File: config.mk
export PLATFORM = sky130hd
export DESIGN_NAME = adcsr_regs
export DESIGN_NICKNAME = d
export VERILOG_FILES = /design/src/adcsr_pkg.sv /design/src/adcsr_regs.sv /design/src/adcsr_sync.sv
export SDC_FILE = /design/constraint.sdc
export NUM_CORES = 1
export LEC_CHECK = 0
export BUFFER_PORTS_ARGS = -buffer_cell sky130_fd_sc_hd__buf_2
export CORE_MARGIN = 4
export CORE_UTILIZATION = 47
export DETAILED_ROUTE_END_ITERATION = 10
export GPL_ROUTABILITY_DRIVEN = 0
export PLACE_DENSITY_LB_ADDON = 0.2
export SYNTH_ARGS = -nofsm -noshare
export SYNTH_HDL_FRONTEND = slang
export SYNTH_SLANG_ARGS = --single-unit
File: constraint.sdc
create_clock -name clk -period 1.7 [get_ports clk]
set_clock_uncertainty 0.15 [all_clocks]
set_input_delay 0.17 -clock clk [delete_from_list [all_inputs] [get_ports clk]]
set_output_delay 0.17 -clock clk [all_outputs]
set_load 0.02 [all_outputs]
File: src/adcsr_pkg.sv
package adcsr_pkg;

    // ************************************************************
    // Register map
    // ************************************************************
    localparam int         ADCSR_ADDR_W          = 5;
    localparam int         ADCSR_DATA_W          = 8;
    localparam logic [4:0] ADCSR_STATUS_ADDR     = 5'h01;
    localparam logic [4:0] ADCSR_INSEL_ADDR      = 5'h02;

    // ************************************************************
    // Status register fields
    // ************************************************************
    localparam int ADCSR_POR_BIT        = 7;
    localparam int ADCSR_NOT_READY_BIT  = 6;
    localparam int ADCSR_POS_TOP_BIT    = 5;
    localparam int ADCSR_POS_BOT_BIT    = 4;
    localparam int ADCSR_NEG_TOP_BIT    = 3;
    localparam int ADCSR_NEG_BOT_BIT    = 2;
    localparam int ADCSR_REF_THIRD_BIT  = 1;
    localparam int ADCSR_REF_MISS_BIT   = 0;

    localparam logic [7:0] ADCSR_STATUS_RESET = 8'h80;
    localparam logic       ADCSR_POR_RESET    = 1'h1;

    // ************************************************************
    // Input select register fields
    // ************************************************************
    localparam int         ADCSR_POS_SEL_LSB  = 4;
    localparam int         ADCSR_NEG_SEL_LSB  = 0;
    localparam int         ADCSR_SEL_W        = 4;
    localparam logic [3:0] ADCSR_POS_SEL_RESET = 4'h0;
    localparam logic [3:0] ADCSR_NEG_SEL_RESET = 4'h1;
    localparam logic [3:0] ADCSR_SEL_COMMON    = 4'hC;
    localparam logic [3:0] ADCSR_SEL_WIDE_LO   = 4'h6;
    localparam logic [3:0] ADCSR_SEL_WIDE_HI   = 4'hB;

    // ************************************************************
    // Monitor comparator inputs and sync defaults
    // ************************************************************
    localparam int        ADCSR_MON_W      = 7;
    localparam logic [6:0] ADCSR_MON_RESET = 7'h40;

    typedef struct packed {
        logic startup_done;
        logic pos_out_near_top_rail;
        logic pos_out_near_bottom_rail;
        logic neg_out_near_top_rail;
        logic neg_out_near_bottom_rail;
        logic reference_below_third_supply;
        logic reference_missing_flag;
    } adcsr_mon_t;

    typedef struct packed {
        logic                    wr_en;
        logic                    rd_en;
        logic [ADCSR_ADDR_W-1:0] addr;
        logic [ADCSR_DATA_W-1:0] wdata;
    } adcsr_req_t;

endpackage

File: src/adcsr_regs.sv
`timescale 1ns/1ps
module adcsr_regs
    import adcsr_pkg::*;
(
    input  wire logic                    clk,
    input  wire logic                    rst_n,
    input  wire adcsr_req_t              req,
    output logic      [ADCSR_DATA_W-1:0] rd_data,
    output logic                         rd_valid,
    input  wire adcsr_mon_t              mon_async,
    input  wire logic                    rail_monitor_enable,
    input  wire logic [1:0]              reference_monitor_enable,
    input  wire logic                    twelve_channel,
    output logic      [ADCSR_SEL_W-1:0]  positive_input_select,
    output logic      [ADCSR_SEL_W-1:0]  negative_input_select,
    output logic                         common_analog_input_pos,
    output logic                         common_analog_input_neg,
    output logic                         select_illegal
);

    // ************************************************************
    // Synchronised monitor inputs
    // ************************************************************
    adcsr_mon_t mon;

    adcsr_sync #(
        .WIDTH (ADCSR_MON_W),
        .INIT  (ADCSR_MON_RESET)
    ) u_sync (
        .clk      (clk),
        .rst_n    (rst_n),
        .async_in (mon_async),
        .sync_out (mon)
    );

    // ************************************************************
    // Register state
    // ************************************************************
    logic                    por_flag_reg;
    logic                    por_flag_next;
    logic [6:0]              live_reg;
    logic [6:0]              live_next;
    logic [ADCSR_SEL_W-1:0]  pos_sel_reg;
    logic [ADCSR_SEL_W-1:0]  pos_sel_next;
    logic [ADCSR_SEL_W-1:0]  neg_sel_reg;
    logic [ADCSR_SEL_W-1:0]  neg_sel_next;
    logic [ADCSR_DATA_W-1:0] rd_data_reg;
    logic [ADCSR_DATA_W-1:0] rd_data_next;
    logic                    rd_valid_reg;
    logic                    rd_valid_next;
    logic                    illegal_reg;
    logic                    illegal_next;
    logic                    com_pos_reg;
    logic                    com_pos_next;
    logic                    com_neg_reg;
    logic                    com_neg_next;
    logic [ADCSR_DATA_W-1:0] status_view;

    function automatic logic sel_bad(input logic [ADCSR_SEL_W-1:0] code, input logic wide);
        logic bad;
        bad = (code > ADCSR_SEL_COMMON);
        if (!wide && code >= ADCSR_SEL_WIDE_LO && code <= ADCSR_SEL_WIDE_HI)
        begin
            bad = 1'b1;
        end
        return bad;
    endfunction

    // ************************************************************
    // Next-state logic
    // ************************************************************
    always_comb
    begin
        por_flag_next = por_flag_reg;
        pos_sel_next  = pos_sel_reg;
        neg_sel_next  = neg_sel_reg;

        // Live flags, each gated by its monitor enable except not-ready, which is never gated
        live_next[ADCSR_NOT_READY_BIT] = ~mon.startup_done;
        live_next[ADCSR_POS_TOP_BIT]   = rail_monitor_enable
                                         & mon.pos_out_near_top_rail;
        live_next[ADCSR_POS_BOT_BIT]   = rail_monitor_enable
                                         & mon.pos_out_near_bottom_rail;
        live_next[ADCSR_NEG_TOP_BIT]   = rail_monitor_enable
                                         & mon.neg_out_near_top_rail;
        live_next[ADCSR_NEG_BOT_BIT]   = rail_monitor_enable
                                         & mon.neg_out_near_bottom_rail;
        live_next[ADCSR_REF_THIRD_BIT] = reference_monitor_enable[1]
                                         & mon.reference_below_third_supply;
        live_next[ADCSR_REF_MISS_BIT]  = (reference_monitor_enable != 2'h0)
                                         & mon.reference_missing_flag;

        if (req.wr_en)
        begin
            unique case (req.addr)
                ADCSR_STATUS_ADDR:
                begin
                    por_flag_next = req.wdata[ADCSR_POR_BIT];
                end
                ADCSR_INSEL_ADDR:
                begin
                    pos_sel_next = req.wdata[ADCSR_POS_SEL_LSB +: ADCSR_SEL_W];
                    neg_sel_next = req.wdata[ADCSR_NEG_SEL_LSB +: ADCSR_SEL_W];
                end
                default:
                begin
                    por_flag_next = por_flag_reg;
                end
            endcase
        end

        // Read path, one cycle latency, unmapped reads give zero
        rd_valid_next = req.rd_en;
        rd_data_next  = 8'h00;
        if (req.rd_en)
        begin
            unique case (req.addr)
                ADCSR_STATUS_ADDR: rd_data_next = status_view;
                ADCSR_INSEL_ADDR:  rd_data_next = {pos_sel_reg, neg_sel_reg};
                default:           rd_data_next = 8'h00;
            endcase
        end

        illegal_next = sel_bad(pos_sel_reg, twelve_channel)
                     | sel_bad(neg_sel_reg, twelve_channel);
        com_pos_next = (pos_sel_reg == ADCSR_SEL_COMMON);
        com_neg_next = (neg_sel_reg == ADCSR_SEL_COMMON);
    end

    assign status_view = {por_flag_reg, live_reg};

    // ************************************************************
    // Registers
    // ************************************************************
    always_ff @(posedge clk)
    begin
        if (!rst_n)
        begin
            por_flag_reg <= ADCSR_POR_RESET;
            live_reg     <= ADCSR_STATUS_RESET[6:0];
            pos_sel_reg  <= ADCSR_POS_SEL_RESET;
            neg_sel_reg  <= ADCSR_NEG_SEL_RESET;
            rd_data_reg  <= 8'h00;
            rd_valid_reg <= 1'b0;
            illegal_reg  <= 1'b0;
            com_pos_reg  <= 1'b0;
            com_neg_reg  <= 1'b0;
        end
        else
        begin
            por_flag_reg <= por_flag_next;
            live_reg     <= live_next;
            pos_sel_reg  <= pos_sel_next;
            neg_sel_reg  <= neg_sel_next;
            rd_data_reg  <= rd_data_next;
            rd_valid_reg <= rd_valid_next;
            illegal_reg  <= illegal_next;
            com_pos_reg  <= com_pos_next;
            com_neg_reg  <= com_neg_next;
        end
    end

    assign rd_data                 = rd_data_reg;
    assign rd_valid                = rd_valid_reg;
    assign positive_input_select   = pos_sel_reg;
    assign negative_input_select   = neg_sel_reg;
    assign common_analog_input_pos = com_pos_reg;
    assign common_analog_input_neg = com_neg_reg;
    assign select_illegal          = illegal_reg;

endmodule // adcsr_regs

File: src/adcsr_sync.sv
`timescale 1ns/1ps
module adcsr_sync
    import adcsr_pkg::*;
#(
    parameter int         WIDTH = ADCSR_MON_W,
    parameter logic [6:0] INIT  = ADCSR_MON_RESET
)
(
    input  wire logic             clk,
    input  wire logic             rst_n,
    input  wire logic [WIDTH-1:0] async_in,
    output logic      [WIDTH-1:0] sync_out
);

    // ************************************************************
    // Two-stage synchroniser per bit
    // ************************************************************
    genvar i;
    generate
        for (i = 0; i < WIDTH; i++)
        begin : g_bit
            logic stage1_reg;
            logic stage2_reg;
            always_ff @(posedge clk)
            begin
                if (!rst_n)
                begin
                    stage1_reg <= INIT[i];
                    stage2_reg <= INIT[i];
                end
                else
                begin
                    stage1_reg <= async_in[i];
                    stage2_reg <= stage1_reg;
                end
            end
            assign sync_out[i] = stage2_reg;
        end
    endgenerate

endmodule // adcsr_sync
# Yosys cells after proc, flatten, opt, wreduce, memory -nomap -nowiden
# Cells that the tools add are included.
# word_totals
output_inout_bits,20
input_bits,28
regBits,42
# classes
n_reduce_logical,9
n_bitwise,8
eq_ne,4
order_cmp,6
muxes,3
# ops
cell,count
one-hot mux 8 bit (2 select lines),1
"equality test 4 bit, second input constant",2
"greater-or-equal comparator 4 x 3 -> 1 bit, second input constant",2
"> comparator 4 bit, second input constant",2
"less-or-equal comparator 4 bit, second input constant",2
AND 1 bit,6
AND reduction 2 bit,3
"equality test 5 x 1 -> 1 bit, second input constant",1
"equality test 5 x 2 -> 1 bit, second input constant",1
logical AND 1 bit,4
two-way mux 1 bit,2
nonzero test 2 bit,1
logical NOT 1 bit,1
inverter 1 bit,1
OR 1 bit,1

# Logic depth before layout (Yosys ltp)
# depth
ltp_word,5
depth_mapped,6
depth_no_buf,4

# Hierarchy
# Synthesis repeated with hierarchy kept, for this count alone.
# hier_totals
cells_unflattened,138
hier_area_um2,1438.9
# by_module_without_submodules
mod,area_per_inst_um2,cells_each,instances
adcsr_regs,997.2,102,1
adcsr_sync,441.7,36,1

# Worst setup path before layout
# No wires, ideal clock.
# synth_path
path_kind,input-to-reg
from,input port req[12] (netlist bit)
to,register por_flag_reg
setup_time_ns,0.133
required_time_ns,1.417
path_stages,5
setup_slack_ns,0.198
arrival_ns,1.219
path_cell_list,or3_1 -> buf_6 -> nor3b_4 -> a21bo_1 -> nand3_1
# synth_between
elab_chain_len,2
# synth_lines
element,line,source
from (decl),adcsr_regs.sv:7,"input wire adcsr_req_t req,"
equality test 5 x 1 -> 1 bit,adcsr_regs.sv:95,unique case (req.addr)
AND reduction 2 bit (no line),--,
to (signal assigned),adcsr_regs.sv:151,por_flag_reg <= por_flag_next;
to (decl),adcsr_regs.sv:39,logic por_flag_reg;
# Every way passes these cells.
# A chain may end at the register's enable or synchronous reset.

# Final worst setup path
# layout_path
from,input port reference_monitor_enable[1]
to,register live_reg[0]
# layout_between
elab_chain_len,2
# layout_lines
element,line,source
from (decl),adcsr_regs.sv:12,"input wire logic [1:0] reference_monitor_enable,"
nonzero test 2 bit,adcsr_regs.sv:90,live_next[ADCSR_REF_MISS_BIT] = (reference_monitor_enable != 2'h0)
AND 1 bit,adcsr_regs.sv:91,& mon.reference_missing_flag;
to (signal assigned),adcsr_regs.sv:140,live_reg <= ADCSR_STATUS_RESET[6:0];
to (signal assigned),adcsr_regs.sv:152,live_reg <= live_next;
to (decl),adcsr_regs.sv:41,logic [6:0] live_reg;
# Every way passes these cells.

==> flow_summary.toml <==
[run_status]
outcome = "completed"

[logic_synthesis]
ys_seq_area_share_pct = 61.43
synthAdderAreaFrac_pct = 0
postSynthCellCount = 131
yosysTopAreaCell = "dfxtp_1"
syn_avg_cell_area_sq_um = 10.45
syn-cell-area_sq_mm = 0.001369
synthMuxAreaShare_pct = 0
synth_cell_type_count = 26
synth.most_common_cell = "dfxtp_1"
synth_commonest_cells = "dfxtp_1 (42), and2_1 (12), a22oi_1 (10), nand3_1 (10)"
yosysWarningCount = 0
synth_ff_type = "dfxtp_1"
synth_nets = 159
synthTopCellsByArea = "dfxtp_1 (61%), a22oi_1 (5.5%), and2_1 (5.5%)"
synth-compound-area-share_pct = 11.61
ys_seq_elements = 42
synthXorXnorAreaFrac_pct = 0
async_flop_share_pct = 0
synth_top_family_by_area = "simple AND/OR/NAND/NOR gates"
yosys.area.top_type_share_pct = 61.43
synth_edf_count = 0
synthSimpleGateAreaFrac_pct = 23.86

[finish]
largest_reg_flops = 8
stdcell_count = 233
regArea_sq_um = 840.8
n_antenna_cell = 0
fin_nets = 229
multi_input_area_sq_um = 485.5
fillCellCount = 216
syn_to_final_growth_pct = 39.21
fin_util_pct = 68.51
design_area_sq_mm = 0.001906
drive_gt1_share_pct = 29.70

[floorplan]
core-area_sq_mm = 0.002781
die_y_um = 61.97
dieArea_sq_mm = 0.003840
start_util_pct = 49.21
fp.dieW_um = 61.97
rows = 19
ios = 48

[cts]
cts_buffers = 5
clk_pin_slew_ps = 110
cts.sinks = 42
cts_resized = 0
postCtsSetupBuffers = 0
clock_path_buffers = 2
clk-insertion-delay-late_ps = 350
cts_tree = "yes"
cts_root_buf = "clkbuf_4"
htreeDepth = 2

[drt]
drc = 0
wl_per_cell_um = 11.66
ant_nets = 0
dr.pass1.iters = 4
num_vias = 1151
drt-initial-drc-count = 19
viasPerCell = 4.940
drt-total-wl_mm = 2.717

[power]
peakVddDrop_uv = 702.8
leakage_nw = 0.8740
p_per_area_mw_per_mm2 = 896.6

[worst_setup_path]
cp_data_required_time_ps = 1790
crit_path_top_delay_cell = "dlygate4sd3_1"
crit_buf_inv = 3
cp-start-kind = "input port"
worst_setup_path_end_kind = "register"
crit_type = "input port to register"
worstPathArrival_ps = 1560
worstPathCellList = "dlygate4sd3_1 > buf_2 > o211a_1 > dlygate4sd3_1"
cpMostUsedCell = "dlygate4sd3_1"
crit_fanout = 2
cpPeakStageDelay_ps = 540
r2r_slack_ps = 490
critPathTopFamily = "buffers and inverters"

[timing]
grt_setup_unrepaired = "no"
post-route-min-period_ps = 1471
timing.slew.headroom_pct = 75.35
setup_ws_ps = 229.3
setup_viol = 0
hold_violations = 0
max_freq_mhz = 679.9
tightest_slew_ps = 369.8
fin_crit_sh_pct = 86.51
final.setup.tns_ps = 0
maxSlewViolCount = 0

[grt]
grt_pass1_wl_mm = 4.422
grt_use_met1_pct = 16.77
grt_max_degree = 29
use_met3_pct = 7.231
grt_use_total_pct = 16.49
grt_busiest_layer = "met2"
gr-total-overflow = 0
grt_use_met2_pct = 27.81
first_global_vias = 1067
antenna_found_initial = 0

[place]
dpl_cell_area_sq_mm = 0.001627
dp_cells = 205
port_buffers = 47
place_hpwl_mm = 1.911
post-place-ws_ps = 60.77

[worst_hold_path]
worstHoldPathType = "input port to register"

[job]
maxCapViolations = 0
==> worst paths after layout <==
path / cells past startpoint / endpoint / start
worst max-delay path: 4 / live_reg[0]$_SDFF_PN0_ / reference_monitor_enable[1]
worst max register to register: 2 / live_reg[0]$_SDFF_PN0_ / u_sync.g_bit[0].stage2_reg$_SDFF_PN0_
worst min register to register: 1 / live_reg[6]$_SDFF_PN0_ / u_sync.g_bit[6].stage2_reg$_SDFF_PN1_
worst min-delay path: 3 / select_illegal$_SDFF_PN0_ / twelve_channel
==> final cells by class <==
cell class / instances / area share [%]
Inverter: 3 / 0.5909
Multi-Input combinational cell: 80 / 25.48
Timing Repair Buffer: 69 / 23.64
Tap cell: 31 / 2.035
Clock buffer: 8 / 4.137
Sequential cell: 42 / 44.12
==> per-stage QoR <==
stage | total power [mW] | hold WS (ps)
6_report | 1.709 | 39.40
5_1_grt | 1.791 | 49.40
4_1_cts | 1.730 | 21.69
3_5_place_dp | 1.122 | 213.0
3_3_place_gp | 1.118 | 199.8
2_1_floorplan | 1.077 | 121.5
==> report_power, final <==
part | internal, mW | switching (mW)
registers | 1.01 | 0.00613
logic | 0.0715 | 0.0496
clock network | 0.283 | 0.293
total | 1.36 | 0.349
==> repair_timing <==
item                                    CTS  global route
hold endpoints to repair                 22             0
endpoints found under the setup margin    0             0
hold buffers                             20             0
==> placed cells by master (no fill, tap or decap) <==
| cell | netlist | layout |
|---|---|---|
| nor2_1 | 9 | 9 |
| nand2b_1 | 3 | 3 |
| clkbuf_8 | 0 | 3 |
| nand3_1 | 10 | 10 |
| buf_2 | 1 | 47 |
| and4_1 | 1 | 1 |
| o21ai_1 | 2 | 2 |
| nor4_1 | 1 | 1 |
| buf_4 | 0 | 2 |
| nor2b_1 | 1 | 1 |
| a22oi_1 | 10 | 10 |
| inv_1 | 3 | 3 |
| o21a_1 | 1 | 1 |
| o211a_1 | 1 | 1 |
| o22ai_1 | 1 | 1 |
| a21oi_1 | 1 | 1 |
| nor2_4 | 1 | 1 |
| nand2_1 | 9 | 9 |
| and2_1 | 12 | 12 |
| or3_1 | 1 | 1 |
| nor3b_4 | 2 | 2 |
| and3_1 | 5 | 5 |
| dlygate4sd3_1 | 0 | 20 |
| dfxtp_1 | 42 | 42 |
| clkbuf_4 | 0 | 5 |
| nand3b_1 | 1 | 1 |
| o21ai_0 | 7 | 7 |
| a21bo_1 | 1 | 1 |
==> cells by family after synthesis <==
group                  count (synthesis)
AOI/OAI and AO/OA                     24
buffers and inverters                  9
DFF                                   42
and+or+nand+nor                       56
==> tightest hold or removal path, stage by stage <==
cell	delay [ps]
buf_2	100
o22ai_1	60
o21a_1	170
==> per-layer routing <==
metal | vias to the layer above | wire (um)
li1 | 589 | -
met1 | 525 | 1099
met2 | 30 | 1359
met3 | 7 | 200
met4 | 0 | 57
met5 | - | 0
Note: power is estimated with default switching activity, not from simulation.
